==> src/rtl/ssp_i2c_regs.vh <==
// Register map, field positions and mode codes of the two-wire serial port
//
// Numbered rules, referred to as R1 to R26 in the code
// After enable, wait Start, shift eight bits
// Sample SDA on every rising SCL edge
// Compare shift bits 7:1 on eighth falling edge
// Match, buffer free: load, set full, ACK, flag
// Full or overflow: no load, no ACK, flag
// Ten-bit first byte is 11110 A9 A8 0
// Master sends first ten-bit byte as write
// Ten-bit address byte: flags, update-address, hold SCL
// Read-direction clear: clear direction, buffer the address
// Flag every data byte, software clears it
// Read-direction set: set direction, ACK, hold SCL
// Transmit: buffer write loads shifter, release holds
// Transmit bits shift out on falling SCL
// Latch master ACK on ninth rise; NACK resets
// Master checks SCL before next pulse
// Start/Stop flags cleared on reset, disable; tracked
// Firmware master takes bus only when free
// Firmware drives lines low, direction bit only
// Master mode flags Start, Stop and bytes
// Busy bus: interrupt raised at next Stop
// Losing master releases both lines
// Slave keeps receiving after lost arbitration
// Four-bit mode field selects the bus mode
// Clock-release one frees SCL, zero holds
// Buffer read clears full; overflow by write
// Start and Stop detected from synced samples
`ifndef SSP_I2C_REGS_VH
`define SSP_I2C_REGS_VH

// ----------------------------------------------------------------
// Register indices (byte address is four times the index)
// ----------------------------------------------------------------
`define GIC_IDX  10'h00b
`define PIRF_IDX 10'h00c
`define BUF_IDX  10'h013
`define CON_IDX  10'h014
`define TRIS_IDX 10'h086
`define PIEN_IDX 10'h08c
`define ADR_IDX  10'h093
`define STAT_IDX 10'h094

// ----------------------------------------------------------------
// Reset values
// ----------------------------------------------------------------
`define GIC_RST  8'h00
`define CON_RST  8'h00
`define TRIS_RST 8'hff
`define ADR_RST  8'h00

// ----------------------------------------------------------------
// Field positions
// ----------------------------------------------------------------
`define GIC_GIE   7
`define GIC_PEIE  6
`define PIR_FLAG  3
`define CON_WCOL  7
`define CON_OV    6
`define CON_EN    5
`define CON_CKP   4
`define TRIS_SCL  4
`define TRIS_SDA  1

// ----------------------------------------------------------------
// Mode codes and address pattern
// ----------------------------------------------------------------
`define MODE_S7    4'h6
`define MODE_S10   4'h7
`define MODE_FWM   4'hb
`define MODE_S7SP  4'he
`define MODE_S10SP 4'hf
`define TEN_PREFIX 5'h1e

`endif

==> src/rtl/ssp_i2c_slave.v <==
// Two-wire serial port: slave engine, Start/Stop tracking, register slave
//
// Our own choice: the Wishbone interface to the registers.
`timescale 1ns/1ps
`include "ssp_i2c_regs.vh"
module ssp_i2c_slave (
  input  wire        sys_clk_i,
  input  wire        rst_i,
  input  wire        cyc_i,
  input  wire        stb_i,
  input  wire        we_i,
  input  wire [11:0] adr_i,
  input  wire [3:0]  sel_i,
  input  wire [31:0] dat_i,
  output reg  [31:0] dat_o,
  output wire        ack_o,
  input  wire        scl_i,
  output wire        scl_o,
  output reg         scl_oe_o,
  input  wire        sda_i,
  output wire        sda_o,
  output reg         sda_oe_o,
  output reg         irq_o
);

  localparam [2:0] ST_IDLE  = 3'd0;
  localparam [2:0] ST_RX    = 3'd1;
  localparam [2:0] ST_ACK   = 3'd2;
  localparam [2:0] ST_TX    = 3'd3;
  localparam [2:0] ST_TXACK = 3'd4;
  localparam [2:0] ST_SKIP  = 3'd5;

  wire scl_s;
  wire sda_s;
  wire scl_rise;
  wire scl_fall;
  wire start_det;
  wire stop_det;

  reg [7:0] gic_q;
  reg [7:0] tris_q;
  reg [7:0] adr_q;
  reg [7:0] buf_q;
  reg [7:0] sr_q;
  reg [3:0] mode_q;
  reg       en_q;
  reg       ckp_q;
  reg       ov_q;
  reg       wcol_q;
  reg       ie_q;
  reg       flag_q;
  reg       bf_q;
  reg       ua_q;
  reg       rw_q;
  reg       da_q;
  reg       s_q;
  reg       p_q;
  reg [1:0] stat_hi_q;
  reg [2:0] st_q;
  reg [3:0] cnt_q;
  reg       ack_q;
  reg       first_q;
  reg       tenlow_q;
  reg       tenm_q;
  reg       wb_ack_q;

  // ----------------------------------------------------------------
  // Line synchroniser
  // ----------------------------------------------------------------
  line_sync u_sync (
    .sys_clk_i  (sys_clk_i),
    .rst_i      (rst_i),
    .scl_i      (scl_i),
    .sda_i      (sda_i),
    .scl_o      (scl_s),
    .sda_o      (sda_s),
    .scl_rise_o (scl_rise),
    .scl_fall_o (scl_fall),
    .start_o    (start_det),
    .stop_o     (stop_det)
  );

  // ----------------------------------------------------------------
  // Mode decode
  // ----------------------------------------------------------------
  wire slave_en = en_q & (mode_q[2:1] == 2'b11);
  wire ten_bit  = mode_q[0];
  wire sp_int   = en_q & ((mode_q == `MODE_S7SP) | (mode_q == `MODE_S10SP)
                  | (mode_q == `MODE_FWM));
  wire fw_mstr  = en_q & (mode_q == `MODE_FWM);

  // Bus access decode; write lands on the edge where ack is seen
  wire [9:0] idx   = adr_i[11:2];
  wire       acc   = cyc_i & stb_i & wb_ack_q;
  wire       wr    = acc & we_i & sel_i[0];
  wire       rd    = acc & ~we_i;
  wire [7:0] wdat  = dat_i[7:0];
  wire       wr_buf = wr & (idx == `BUF_IDX);
  wire       wr_con = wr & (idx == `CON_IDX);
  wire       wr_adr = wr & (idx == `ADR_IDX);
  wire       wr_pir = wr & (idx == `PIRF_IDX);
  wire       rd_buf = rd & (idx == `BUF_IDX);

  // Byte-end decision inputs at the eighth falling edge
  wire addr_hit  = (sr_q[7:1] == adr_q[7:1]);
  wire ten_first = (sr_q[7:3] == `TEN_PREFIX);
  wire low_hit   = (sr_q == adr_q);
  wire take_ok   = ~bf_q & ~ov_q;
  wire in_tx     = (st_q == ST_TX);
  wire tx_busy   = in_tx & (cnt_q != 4'd0);

  // ----------------------------------------------------------------
  // Wishbone classic slave, one wait state, zero for unmapped
  // ----------------------------------------------------------------
  assign ack_o = wb_ack_q;

  always @(posedge sys_clk_i or posedge rst_i)
  begin
    if (rst_i)
    begin
      wb_ack_q <= 1'b0;
      dat_o    <= 32'h0000_0000;
    end
    else
    begin
      wb_ack_q <= cyc_i & stb_i & ~wb_ack_q;
      dat_o    <= 32'h0000_0000;
      if (cyc_i & stb_i & ~wb_ack_q & ~we_i)
      begin
        case (idx)
          `GIC_IDX:  dat_o[7:0] <= gic_q;
          `PIRF_IDX: dat_o[7:0] <= {4'h0, flag_q, 3'h0};
          `BUF_IDX:  dat_o[7:0] <= buf_q;
          `CON_IDX:  dat_o[7:0] <= {wcol_q, ov_q, en_q, ckp_q, mode_q};
          `TRIS_IDX: dat_o[7:0] <= tris_q;
          `PIEN_IDX: dat_o[7:0] <= {4'h0, ie_q, 3'h0};
          `ADR_IDX:  dat_o[7:0] <= adr_q;
          `STAT_IDX: dat_o[7:0] <= {stat_hi_q, da_q, p_q, s_q, rw_q, ua_q, bf_q};
          default:   dat_o[7:0] <= 8'h00;
        endcase
      end
    end
  end

  // ----------------------------------------------------------------
  // Plain software registers
  // ----------------------------------------------------------------
  always @(posedge sys_clk_i or posedge rst_i)
  begin
    if (rst_i)
    begin
      gic_q     <= `GIC_RST;
      tris_q    <= `TRIS_RST;
      adr_q     <= `ADR_RST;
      mode_q    <= 4'h0;
      en_q      <= 1'b0;
      ie_q      <= 1'b0;
      stat_hi_q <= 2'b00;
    end
    else
    begin
      if (wr & (idx == `GIC_IDX))
        gic_q <= wdat;
      if (wr & (idx == `TRIS_IDX))
        tris_q <= wdat;
      if (wr_adr)
        adr_q <= wdat;
      if (wr & (idx == `PIEN_IDX))
        ie_q <= wdat[`PIR_FLAG];
      if (wr & (idx == `STAT_IDX))
        stat_hi_q <= wdat[7:6];
      if (wr_con)
      begin
        mode_q <= wdat[3:0];
        en_q   <= wdat[`CON_EN];
      end
    end
  end

  // ----------------------------------------------------------------
  // Bus engine: Start/Stop, shifting, matching, acknowledge
  // Hardware sets beat software clears in the same cycle
  // ----------------------------------------------------------------
  always @(posedge sys_clk_i or posedge rst_i)
  begin
    if (rst_i)
    begin
      st_q     <= ST_IDLE;
      cnt_q    <= 4'd0;
      sr_q     <= 8'h00;
      buf_q    <= 8'h00;
      ack_q    <= 1'b0;
      first_q  <= 1'b0;
      tenlow_q <= 1'b0;
      tenm_q   <= 1'b0;
      flag_q   <= 1'b0;
      bf_q     <= 1'b0;
      ov_q     <= 1'b0;
      wcol_q   <= 1'b0;
      ckp_q    <= 1'b0;
      ua_q     <= 1'b0;
      rw_q     <= 1'b0;
      da_q     <= 1'b0;
      s_q      <= 1'b0;
      p_q      <= 1'b0;
    end
    else
    begin
      // Software clears first; engine sets below override them
      if (wr_pir)
        flag_q <= wdat[`PIR_FLAG];
      if (rd_buf)
        bf_q <= 1'b0;
      if (wr_con)
      begin
        ov_q   <= wdat[`CON_OV];
        wcol_q <= wdat[`CON_WCOL];
        ckp_q  <= wdat[`CON_CKP];
      end
      if (wr_adr)
        ua_q <= 1'b0;
      // Buffer write; in transmit it also primes the shifter
      if (wr_buf)
      begin
        if (tx_busy)
          wcol_q <= 1'b1;
        else
        begin
          buf_q <= wdat;
          if (in_tx)
            sr_q <= wdat;
        end
      end

      if (~en_q)
      begin
        // Disabled port forgets bus state
        st_q     <= ST_IDLE;
        s_q      <= 1'b0;
        p_q      <= 1'b0;
        ua_q     <= 1'b0;
        tenm_q   <= 1'b0;
        tenlow_q <= 1'b0;
        ack_q    <= 1'b0;
      end
      else if (start_det)
      begin
        // Start or repeated Start restarts the byte engine
        s_q      <= 1'b1;
        p_q      <= 1'b0;
        cnt_q    <= 4'd0;
        first_q  <= 1'b1;
        ack_q    <= 1'b0;
        st_q     <= slave_en ? ST_RX : ST_SKIP;
        if (sp_int)
          flag_q <= 1'b1;
      end
      else if (stop_det)
      begin
        // A Stop on a busy bus also wakes an armed firmware master
        s_q      <= 1'b0;
        p_q      <= 1'b1;
        st_q     <= ST_IDLE;
        ack_q    <= 1'b0;
        tenm_q   <= 1'b0;
        tenlow_q <= 1'b0;
        if (sp_int)
          flag_q <= 1'b1;
      end
      else
      begin
        case (st_q)
          ST_RX:
          begin
            if (scl_rise & (cnt_q < 4'd8))
            begin
              sr_q  <= {sr_q[6:0], sda_s};
              cnt_q <= cnt_q + 4'd1;
            end
            else if (scl_fall & (cnt_q == 4'd8))
            begin
              st_q  <= ST_ACK;
              ack_q <= 1'b0;
              if (first_q & ~(addr_hit & (~ten_bit | ten_first)))
                st_q <= ST_SKIP;
              else if (first_q & ten_bit & sr_q[0] & ~tenm_q)
                st_q <= ST_SKIP;
              else
              begin
                da_q <= ~first_q & ~tenlow_q;
                if (first_q)
                  rw_q <= sr_q[0];
                if (ten_bit & (first_q ? ~sr_q[0] : tenlow_q))
                  ua_q <= 1'b1;
                if (first_q & ten_bit & ~sr_q[0])
                begin
                  tenlow_q <= 1'b1;
                  tenm_q   <= 1'b0;
                end
                if (tenlow_q)
                begin
                  tenlow_q <= 1'b0;
                  tenm_q   <= low_hit;
                  if (~low_hit)
                  begin
                    st_q <= ST_SKIP;
                    ua_q <= 1'b0;
                  end
                end
                if (~tenlow_q | low_hit)
                begin
                  if (take_ok)
                  begin
                    buf_q <= sr_q;
                    bf_q  <= 1'b1;
                    ack_q <= 1'b1;
                  end
                  else if (bf_q)
                    ov_q <= 1'b1;
                end
              end
            end
          end
          ST_ACK:
          begin
            if (scl_rise)
              cnt_q <= 4'd9;
            else if (scl_fall & (cnt_q == 4'd9))
            begin
              // Ninth falling edge ends the ACK slot
              ack_q   <= 1'b0;
              cnt_q   <= 4'd0;
              first_q <= 1'b0;
              flag_q  <= 1'b1;
              if (rw_q & ~tenlow_q & ack_q)
              begin
                st_q  <= ST_TX;
                ckp_q <= 1'b0;
              end
              else
                st_q <= ST_RX;
            end
          end
          ST_TX:
          begin
            if (scl_fall & ckp_q & (cnt_q < 4'd8))
            begin
              sr_q  <= {sr_q[6:0], 1'b0};
              cnt_q <= cnt_q + 4'd1;
              if (cnt_q == 4'd7)
                st_q <= ST_TXACK;
            end
          end
          ST_TXACK:
          begin
            if (scl_rise)
            begin
              if (sda_s)
              begin
                // NACK: transfer over, wait for next Start
                st_q <= ST_IDLE;
                rw_q <= 1'b0;
                da_q <= 1'b0;
                ua_q <= 1'b0;
                bf_q <= 1'b0;
              end
            end
            else if (scl_fall)
            begin
              flag_q <= 1'b1;
              ckp_q  <= 1'b0;
              cnt_q  <= 4'd0;
              st_q   <= ST_TX;
            end
          end
          ST_SKIP:
          begin
            // Not addressed: only count bytes for firmware master
            if (scl_rise)
              cnt_q <= cnt_q + 4'd1;
            else if (scl_fall & (cnt_q == 4'd9))
            begin
              cnt_q <= 4'd0;
              if (fw_mstr)
                flag_q <= 1'b1;
            end
          end
          default:
            st_q <= ST_IDLE;
        endcase
      end
    end
  end

  // ----------------------------------------------------------------
  // Pin drive: level always low, enable alone moves the line
  // Stretching relies on the master reading SCL back
  // ----------------------------------------------------------------
  wire hold_ua  = ua_q & (st_q == ST_RX) & ~scl_s;
  wire hold_tx  = in_tx & ~ckp_q & ~scl_s;
  wire sda_low  = ((st_q == ST_ACK) & ack_q) | (in_tx & ~sr_q[7]);

  assign scl_o = 1'b0;
  assign sda_o = 1'b0;

  always @(posedge sys_clk_i or posedge rst_i)
  begin
    if (rst_i)
    begin
      scl_oe_o <= 1'b0;
      sda_oe_o <= 1'b0;
      irq_o    <= 1'b0;
    end
    else
    begin
      scl_oe_o <= ~tris_q[`TRIS_SCL] | (slave_en & (hold_ua | hold_tx));
      sda_oe_o <= ~tris_q[`TRIS_SDA] | (slave_en & sda_low);
      irq_o    <= gic_q[`GIC_GIE] & gic_q[`GIC_PEIE] & ie_q & flag_q;
    end
  end

endmodule // ssp_i2c_slave

==> src/rtl/line_sync.v <==
// Two-flop synchroniser and edge/condition finder for the bus lines
`timescale 1ns/1ps
module line_sync (
  input  wire sys_clk_i,
  input  wire rst_i,
  input  wire scl_i,
  input  wire sda_i,
  output wire scl_o,
  output wire sda_o,
  output wire scl_rise_o,
  output wire scl_fall_o,
  output wire start_o,
  output wire stop_o
);

  reg [2:0] scl_q;
  reg [2:0] sda_q;

  // ----------------------------------------------------------------
  // Sync chain; stage 0 feeds only stage 1
  // ----------------------------------------------------------------
  always @(posedge sys_clk_i or posedge rst_i)
  begin
    if (rst_i)
    begin
      scl_q <= 3'h7;
      sda_q <= 3'h7;
    end
    else
    begin
      scl_q <= {scl_q[1:0], scl_i};
      sda_q <= {sda_q[1:0], sda_i};
    end
  end

  // Edges from synced stage against previous sample
  assign scl_o      = scl_q[1];
  assign sda_o      = sda_q[1];
  assign scl_rise_o = scl_q[1] & ~scl_q[2];
  assign scl_fall_o = ~scl_q[1] & scl_q[2];
  // SDA moving while SCL stays high
  assign start_o    = scl_q[1] & scl_q[2] & sda_q[2] & ~sda_q[1];
  assign stop_o     = scl_q[1] & scl_q[2] & ~sda_q[2] & sda_q[1];

endmodule // line_sync

==> config.mk <==
export PLATFORM = sky130hd
export DESIGN_NAME = ssp_i2c_slave
export DESIGN_NICKNAME = d
export VERILOG_FILES = /design/src/rtl/ssp_i2c_slave.v /design/src/rtl/line_sync.v
export VERILOG_INCLUDE_DIRS = /design/src /design/src/rtl
export SDC_FILE = /design/constraint.sdc
export NUM_CORES = 1
export LEC_CHECK = 0
export ABC_AREA = 1
export BUFFER_PORTS_ARGS = -buffer_cell sky130_fd_sc_hd__clkbuf_2
export CAP_MARGIN = 30
export CORE_MARGIN = 2
export CORE_UTILIZATION = 55
export DETAILED_ROUTE_END_ITERATION = 6
export GPL_TIMING_DRIVEN = 0
export PLACE_DENSITY = 0.88
export SETUP_SLACK_MARGIN = 0.1
export SLEW_MARGIN = 25
export SYNTH_ARGS = -nofsm -noshare
export SYNTH_HDL_FRONTEND = slang
export SYNTH_HIERARCHICAL = 1
export SYNTH_SLANG_ARGS = --single-unit
==> constraint.sdc <==
create_clock -name sys_clk_i -period 3.7 [get_ports sys_clk_i]
set_input_delay 0.74 -clock sys_clk_i [delete_from_list [all_inputs] [get_ports sys_clk_i]]
set_output_delay 0.74 -clock sys_clk_i [all_outputs]
set_load 0.05 [all_outputs]
# Yosys cells after proc, flatten, opt, wreduce, memory -nomap -nowiden
# Index checks and enable logic that the tools add are counted.
[word_totals]
ff_bits = 87
input_bits = 55
output_inout_bits = 38
wordCells = 355
[op_classes]
mux = 172
n_reduce_logical = 13
magnitude_cmp = 1
n_eq_ne = 54
bitwise_logic = 82
n_addsub = 1
[op_table]
columns = ["op", "count"]
rows = [
  ["8-bit two-way mux", 21],
  ["1-bit two-way mux", 113],
  ["8-bit one-hot mux with 8 select lines", 1],
  ["1-bit bitwise AND", 54],
  ["3-bit two-way mux", 17],
  ["10-bit by 8-bit == test with 1-bit output (second input constant)", 4],
  ["4-bit two-way mux", 9],
  ["3-bit inequality test (second input constant)", 7],
  ["10-bit by 4-bit == test with 1-bit output (second input constant)", 2],
  ["10-bit by 5-bit == test with 1-bit output (second input constant)", 2],
  ["4-bit == test (second input constant)", 5],
  ["5-bit inequality test (second input constant)", 4],
  ["1-bit NOT", 20],
  ["4-bit one-hot mux with 5 select lines", 1],
  ["2-bit inequality test (second input constant)", 8],
  ["8-bit one-hot mux with 2 select lines", 1],
  ["3-bit one-hot mux with 5 select lines", 1],
  ["7-bit AND reduction", 2],
  ["1-bit one-hot mux with 2 select lines", 6],
  ["11-bit AND reduction", 1],
  ["5-bit by 4-bit inequality test with 1-bit output (second input constant)", 2],
  ["10-bit AND reduction", 1],
  ["5-bit AND reduction", 2],
  ["3-bit by 2-bit inequality test with 1-bit output (second input constant)", 3],
  ["24 further kinds", 36],
]

# Logic depth before layout (Yosys ltp)
# Gate-level depths: netlist (run 1).
[depth]
word_depth = 17
mapped_depth = 14
ltp_nobuf = 14

# Modules after synthesis
# The synthesis (run 1) kept the hierarchy.
[modules_own_cells]
columns = ["module", "instances", "cells_each", "area_per_inst_um2", "seq_area_each_um2"]
rows = [
  ["ssp_i2c_slave", 1, 675, 4918.5, 2037.0],
  ["line_sync", 1, 18, 202.7, 157.7],
]

# Worst setup path before layout (run 1)
# Ideal clock, no wire load.
[synth_timing]
path_kind = "input-to-reg"
startpoint = "in adr_i[11]"
endpoint = "reg buf_q[4]"
arrival_ns = 1.901
cell_stages = 13
required_time_ns = 3.580
setup_time_ns = 0.120
setup_slack_ns = 1.679
path_buffers = 1
cell_sequence = "nor2_2 inv_1 nor2_1 nand2_1 nor2_4 nand2_2 a21oi_4 buf_6 o21ai_0 inv_1 nand2_1 o21ai_0 inv_1"
[synth_via]
elab_chain_cells = 13
[synth_rtl]
columns = ["element", "line", "rtl"]
rows = [
  ["start: declaration", "ssp_i2c_slave.v:12", "input wire [11:0] adr_i,"],
  ["10-bit by 5-bit == test with 1-bit output (*)", "-", ""],
  ["1-bit bitwise AND (*)", "ssp_i2c_slave.v:98", "wire wr_buf = wr & (idx == `BUF_IDX);"],
  ["8-bit two-way mux (*)", "ssp_i2c_slave.v:223", "if (wr_buf)"],
  ["8-bit two-way mux", "ssp_i2c_slave.v:312", "if (take_ok)"],
  ["8-bit two-way mux", "ssp_i2c_slave.v:310", "if (~tenlow_q | low_hit)"],
  ["8-bit two-way mux", "ssp_i2c_slave.v:286", "else if (first_q & ten_bit & sr_q[0] & ~tenm_q)"],
  ["8-bit two-way mux", "ssp_i2c_slave.v:284", "if (first_q & ~(addr_hit & (~ten_bit | ten_first)))"],
  ["8-bit two-way mux", "ssp_i2c_slave.v:280", "else if (scl_fall & (cnt_q == 4'd8))"],
  ["8-bit two-way mux", "ssp_i2c_slave.v:275", "if (scl_rise & (cnt_q < 4'd8))"],
  ["8-bit two-way mux", "ssp_i2c_slave.v:272", "case (st_q)"],
  ["8-bit two-way mux", "ssp_i2c_slave.v:258", "else if (stop_det)"],
  ["8-bit two-way mux", "ssp_i2c_slave.v:246", "else if (start_det)"],
  ["8-bit two-way mux (*)", "ssp_i2c_slave.v:235", "if (~en_q)"],
  ["end signal: assignment", "ssp_i2c_slave.v:229", "buf_q <= wdat;"],
  ["end signal: assignment", "ssp_i2c_slave.v:314", "buf_q <= sr_q;"],
  ["end: declaration", "ssp_i2c_slave.v:43", "reg [7:0] buf_q;"],
]
# Every way passes the cells marked *; elsewhere a longest branch is shown, timed or not.
# A chain may end at the register's enable or synchronous reset.

# Final worst setup path (run 1)
[layout_timing]
startpoint = "reg u_sync.scl_q[1]"
endpoint = "reg st_q[2]"
[layout_via]
elab_chain_cells = 6
elab_cells_between_ends = 28
cone_classes = "eq/ne (9); mux (5); bitwise (13); reduce/logical (1)"
[layout_rtl]
columns = ["element", "line", "rtl"]
rows = [
  ["start: declaration", "line_sync.v:16", "reg [2:0] scl_q;"],
  ["start signal: assignment", "line_sync.v:31", "scl_q <= {scl_q[1:0], scl_i};"],
  ["1-bit bitwise AND (*) (3 in a row)", "line_sync.v:43", "assign stop_o = scl_q[1] & scl_q[2] & ~sda_q[2] & sda_q[1];"],
  ["net stop_det", "ssp_i2c_slave.v:38", "wire stop_det;"],
  ["parallel branches: the longest is 3 deep, another holds 9-bit AND reduction", "-", ""],
  ["end signal: assignment", "ssp_i2c_slave.v:254", "st_q <= slave_en ? ST_RX : ST_SKIP;"],
  ["end: declaration", "ssp_i2c_slave.v:59", "reg [2:0] st_q;"],
]
# Mark *: on every way through the listed nets, which the timed path passes.

==> results of run 1 <==
==> critical path: cells and delay by family (launching register included) <==
kind,cells,cell delay (ns)
flip-flops,1,0.58
AO/OA/AOI/OAI,2,0.32
buffers and inverters,2,0.37
AND/OR/NAND/NOR,8,1.17
==> cells in the mapped netlist, types with 3 or more instances <==
cell type and instances:
buf_4 26, nand3_1 33, xnor2_1 3, a31oi_1 5
o221ai_1 4, inv_1 101, a31o_2 4, a22oi_1 5
buf_2 5, a21oi_1 11, nor3_1 17, dfrtp_1 73
nand4_1 9, o21ai_0 72, nand2_1 180, nand2_2 5
inv_2 6, clkbuf_1 4, dfstp_2 14, o21ai_1 21
nor2_1 45, nor2_2 4, ha_1 3, o22ai_1 9
o211ai_1 6, o21ai_2 3
==> per-stage QoR <==
stage	cell area, um^2	hold slack (ns)	setup slack (ns)	total power [mW]	setup TNS [ns]
floorplan	5220	0.345	0.893	1.10	0
global placement	5540	0.346	-0.0292	1.13	-1.75
detailed placement	5570	0.347	1.18	1.14	0
CTS	5760	0.361	1.21	1.79	0
global route	5760	0.365	0.989	1.84	0
finish	5760	0.360	1.17	1.79	0
==> flip-flops by register name (all words and copies together), names as in the netlist, 2 cells and up <==
name	count
adr_q	8
buf_q	8
dat_o	8
gic_q	8
sr_q	8
tris_q	8
cnt_q	4
mode_q	4
st_q	3
u_sync/scl_q	3
u_sync/sda_q	3
stat_hi_q	2
==> power by group <==
group / internal, mW / leakage (nW) / total [mW] / switching [mW]
sequential: 0.958 / 1.13 / 0.961 / 0.00359
clock: 0.275 / 0.0996 / 0.668 / 0.394
combinational: 0.0390 / 1.67 / 0.159 / 0.120
==> layout make-up <==
class	instances	area share
timing repair buffer	38	0.0369
buffer	36	0.0428
sequential	87	0.381
clock buffer	10	0.0239
inverter	108	0.0708
clock inverter	6	0.00891
multi-input combinational	487	0.411
tap	111	0.0241
==> worst paths after layout <==
check | endpoint | start | cells past startpoint
setup / recovery | st_q[2]$_DFFE_PP0P_ | u_sync/scl_q[1]$_DFF_PP1_ | 12
hold / removal | u_sync/scl_q[1]$_DFF_PP1_ | u_sync/scl_q[0]$_DFF_PP1_ | 0
setup reg to reg | st_q[2]$_DFFE_PP0P_ | u_sync/scl_q[1]$_DFF_PP1_ | 12
hold reg to reg | u_sync/scl_q[1]$_DFF_PP1_ | u_sync/scl_q[0]$_DFF_PP1_ | 0
max in group asynchronous | tris_q[3]$_DFFE_PP1P_ | rst_i | 3
min in group asynchronous | st_q[1]$_DFFE_PP0P_ | rst_i | 2
==> per-layer routing <==
metal | part of all wire | track usage | up-vias
met5 | 0 | 0 | -
met4 | 0.043 | 0.145 | 0
met3 | 0.079 | 0.0374 | 42
met2 | 0.47 | 0.510 | 236
met1 | 0.40 | 0.391 | 2265
li1 | - | - | 2357
==> cells by family (layout without fill, tap and decap cells) <==
family,count (synthesis),in the layout,share of synthesized area
compound gates,153,153,0.176
simple gates,302,302,0.255
other cells,1,26,0.000732
flops,87,87,0.429
xor+xnor,3,3,0.00513
fa+ha+maj,3,3,0.00733
buf+inv,144,198,0.127
==> flow_summary.yaml, run 1 <==
timing:
  period_share: 0.683
  finalSetupViolCount: 0
  period_needed_ns: 2.53
  hold_viol: 0
  rsz0062_at_grt: "no"
  tightest_slew_ns: 0.615
  max-slew-margin-rel: 0.587
  fmax_mhz: 396
  skew_ns: 0.0197
  slew_viol_final: 0
layout:
  ff_latch_area_um2: 2190
  num-fill-cells: 815
  n_antenna_cell: 0
  instances_no_fill: 883
  mostFrequentLayoutCells: "nand2_1, inv_1, dfrtp_1, o21ai_0, nor2_1"
  area_growth_pct: 12.4
  post-route-util: 0.629
  multi_input_area_um2: 2370
  final_nets: 825
  layout_commonest_cell: "nand2_1"
  drive_above_1_share: 0.171
clock_network:
  cts_resized: 0
  clock-sinks: 87
  numCtsBuffers: 9
  clkLatencyLatePin_ns: 0.39
  htree_levels: 3
  path_clk_slew_ns: 0.09
  clock-root-buffer: "clkbuf_8"
  post_cts_buffers: 0
  ctsHoldBuffers: 0
  cts_buffer_depth: 2
  cts_tree: "done"
synthesis:
  synth_cell_types: 46
  synth_seq_cells: 87
  async_reset_ff_frac: 1.00
  syn_inst: 693
  yosysTopAreaCell: "dfrtp_1"
  syn-mean-instance-area_um2: 7.39
  synth_area_leaders: "dfrtp_1, nand2_1, inv_1"
  syn_area_um2: 5120
  ys_seq_area_frac: 0.429
  synth_edf_count: 0
  yosys_most_used_dff: "dfrtp_1"
  yosysWarnings: 6
  synth_top_area_frac: 0.357
floorplan:
  pin_count: 93
  initial_utilization: 0.560
  row_count: 35
  fp.dieW_um: 100
  die-area_um2: 10100
  dieHeight_um: 100
  core_area_um2: 9150
route:
  drtIter0Drc: 450
  remaining_drc_errors: 0
  dr.pass1.iters: 5
  vias_per_cell: 5.55
  ant_nets: 0
  wl_per_cell_um: 16.4
  vias: 4900
  wl_um: 14500
flow_run:
  cap_violations: 0
setup_path:
  critical_path_class: "reg2reg"
  cpPeakStageDelay_ns: 0.58
  cpMaxStageDelayCell: "dfstp_2"
  rrSetupSlack_ns: 1.17
  crit_top_cell: "nand2_1"
  arrival_ns: 2.82
  crit_fanout: 10
  worstPathRequired_ns: 3.99
  crit_path_start_kind: "flip-flop"
  endpoint_kind: "flip-flop"
  path_cells: "nand2_1 > nor2_1 > inv_2 > nand2_1 > nor2_1 > buf_2 > nand3_1 > nand2_1 > o21bai_2 > nor2_1 > nand2_1 > o211ai_1"
min_path:
  hp-class: "reg2reg"
pwr:
  powerDensity_nw_per_um2: 311
  vdd_ir_drop_max_uv: 184
  p_leak_nw: 2.91
grt:
  grt_pass1_vias: 4696
  antenna_found_initial: 0
  gr-total-overflow: 0
  grt_pass1_wl_um: 23400
  grt_max_degree: 51
  groute.usage.overall: 0.304
placed_design:
  placedCellCount: 867
  portBuffers: 37
  dpl.hpwl_um: 11200
  gp_congestion: 0.964
outcome:
  status: "finished clean"
No activity file was read; power rests on OpenSTA's default activity.
==> run 2, diff against run 1 <==
CORE_UTILIZATION = 51   (was 55)
PLACE_DENSITY = 0.86   (was 0.88)
clock period = 2.1 ns   (was 3.7 ns; I/O delays follow)
==> run 2 against run 1 <==
Effect of this change:
- routed wire length up 1.3%
- clock power up 83%
- core utilization up 0.31 points
- worst hold slack worse by 0.29 ns
- first-iteration DRC count up 34%
- register-to-register slack worse by 1.1 ns
- power up 80%
- sequential share of layout area down 2.6 points
- via count up 6.4%
- critical path type unchanged
- largest cell class unchanged
- largest power group unchanged
- highest routed layer unchanged
==> flow_summary.yaml, run 2 (synthesis results as in run 1) <==
floorplan:
  die-area_um2: 10900
  dieHeight_um: 104
  row_count: 36
  core_area_um2: 9770
  pin_count: 93
  fp.dieW_um: 104
  initial_utilization: 0.524
setup_path:
  critPathCapture: "st_q[2]$_DFFE_PP0P_"
  crit_fanout: 9
  worstReg2RegEnd: "st_q[2]$_DFFE_PP0P_"
  crit_path_start_kind: "flip-flop"
  r2r_start: "st_q[1]$_DFFE_PP0P_"
  r2r_cells: 9
  arrival_ns: 2.25
  critical_path_class: "reg2reg"
  worstPathRequired_ns: 2.34
  rrSetupSlack_ns: 0.09
  endpoint_kind: "flip-flop"
  crit_start: "st_q[1]$_DFFE_PP0P_"
route:
  remaining_drc_errors: 0
  drtIter0Drc: 602
  wl_per_cell_um: 15.9
  ant_nets: 0
  vias: 5216
  dr.pass1.iters: 5
  wl_um: 14700
  vias_per_cell: 5.62
timing:
  skew_ns: 0.0131
  setup_ws_ns: 0.0867
  max-slew-margin-rel: 0.585
  fmax_mhz: 497
  period_needed_ns: 2.01
  rsz0062_at_grt: "yes"
  hold_viol: 0
  tightest_slew_ns: 0.618
  finalSetupViolCount: 0
  slew_viol_final: 0
  period_share: 0.959
grt:
  gr-total-overflow: 0
  antenna_found_initial: 0
  groute.usage.overall: 0.264
  grt_max_degree: 32
  grt_pass1_vias: 4524
  grt_pass1_wl_um: 22600
  met2_usage: 0.418
  use_met1: 0.343
  busiest_layer: "met2"
  use_met3: 0.0570
layout:
  design_area_um2: 6180
  area_growth_pct: 20.7
  final_nets: 848
  mostFrequentLayoutCells: "nand2_1, inv_1, dfrtp_1, o21ai_0, buf_4"
  layout_commonest_cell: "nand2_1"
  drive_above_1_share: 0.238
  n_antenna_cell: 0
placed_design:
  dpl.hpwl_um: 10700
  portBuffers: 37
  gp_congestion: 0.962
  place_ws_ns: -0.234
  dpl_cell_area_um2: 5610
pwr:
  powerDensity_nw_per_um2: 521
  p_switching_mw: 0.884
  p_clk_frac: 0.379
  combPwrFrac: 0.095
  seqPwrFrac: 0.526
  p_int_mw: 2.33
  p_leak_nw: 3.04
  switching_share: 0.275
  vdd_ir_drop_max_uv: 302
clock_network:
  cts_buffer_depth: 2
  clock-sinks: 87
  htree_levels: 3
  clock-root-buffer: "clkbuf_8"
  clkLatencyLatePin_ns: 0.37
  path_clk_slew_ns: 0.09
  numCtsBuffers: 9
  cts_tree: "done"
flow_run:
  cap_violations: 0
min_path:
  hp-class: "in2async"
outcome:
  status: "finished clean"
run 2: cell types whose count changed in the layout (fill, tap and decap cells not counted), moves of 5 or more:
cell and change:
buf_4 +25, inv_1 -7, nand2_1 -5, inv_2 +5, nor2_4 +8, nor2_1 -9
run 2: final cells by class:
class | instances | area, um^2
plain buffers | 36 | 260
clock buffers | 9 | 124
clock inverters | 7 | 80.1
fillers | 809 | 3590
inverters | 108 | 415
multi-input cells | 487 | 2550
flip-flops and latches | 87 | 2200
well taps | 133 | 166
repair buffers | 61 | 390
run 2: timing repair:
item / 4_1_cts / 5_1_grt
buffers inserted: 2 / 20
hold endpoints to repair: 0 / 0
endpoints found under the setup margin: 25 / 30
pin swaps: 4 / 6
resized for setup: 23 / 37
hold buffers: 0 / 0
run 2: worst min path at each step:
stage / cells past startpoint / slack (ns) / from / to
floorplan: 0 / 0.35 / u_sync/scl_q[0]$_DFF_PP1_ / u_sync/scl_q[1]$_DFF_PP1_
global placement: 0 / 0.35 / u_sync/sda_q[0]$_DFF_PP1_ / u_sync/sda_q[1]$_DFF_PP1_
detailed placement: 0 / 0.35 / u_sync/scl_q[0]$_DFF_PP1_ / u_sync/scl_q[1]$_DFF_PP1_
CTS: 2 / 0.08 / rst_i / cnt_q[1]$_DFFE_PP0P_
global route: 2 / 0.10 / rst_i / cnt_q[1]$_DFFE_PP0P_
finish: 2 / 0.07 / rst_i / cnt_q[1]$_DFFE_PP0P_
run 2: layer usage:
layer	wire length, um	up-vias
li1	-	2415
met1	5760	2381
met2	6690	346
met3	1510	74
met4	753	0
met5	0	-
run 2: worst max-delay path, stage by stage (launching register included):
cell and delay [ns]:
dfrtp_1 0.36, buf_2 0.17, nor2_2 0.19, nand2_1 0.29, a21oi_1 0.35, a21oi_2 0.13, o21bai_4 0.19, nor2_2 0.05
nand2_1 0.07, o211ai_1 0.07
run 2: power by group through the flow:
stage | Clock [mW] | Combinational (mW) | Sequential (mW)
floorplan | 0 | 0.205 | 1.73
global placement | 0 | 0.270 | 1.73
detailed placement | 0 | 0.280 | 1.73
CTS | 1.23 | 0.287 | 1.69
global route | 1.30 | 0.326 | 1.69
finish | 1.22 | 0.307 | 1.69
run 2: per-stage QoR:
| step | hold WS, ns | cells | setup TNS, ns | power [mW] | utilization |
|---|---|---|---|---|---|
| 2_1_floorplan | 0.345 | 718 | 0 | 1.93 | - |
| 3_5_place_dp | 0.349 | 890 | -3.16 | 2.01 | 0.574 |
| 4_1_cts | 0.0809 | 908 | 0 | 3.21 | 0.603 |
| 5_1_grt | 0.101 | 928 | -0.0369 | 3.32 | 0.632 |
| 6_report | 0.0734 | 928 | 0 | 3.22 | 0.632 |
| 3_3_place_gp | 0.346 | 888 | -3.00 | 1.99 | 0.570 |
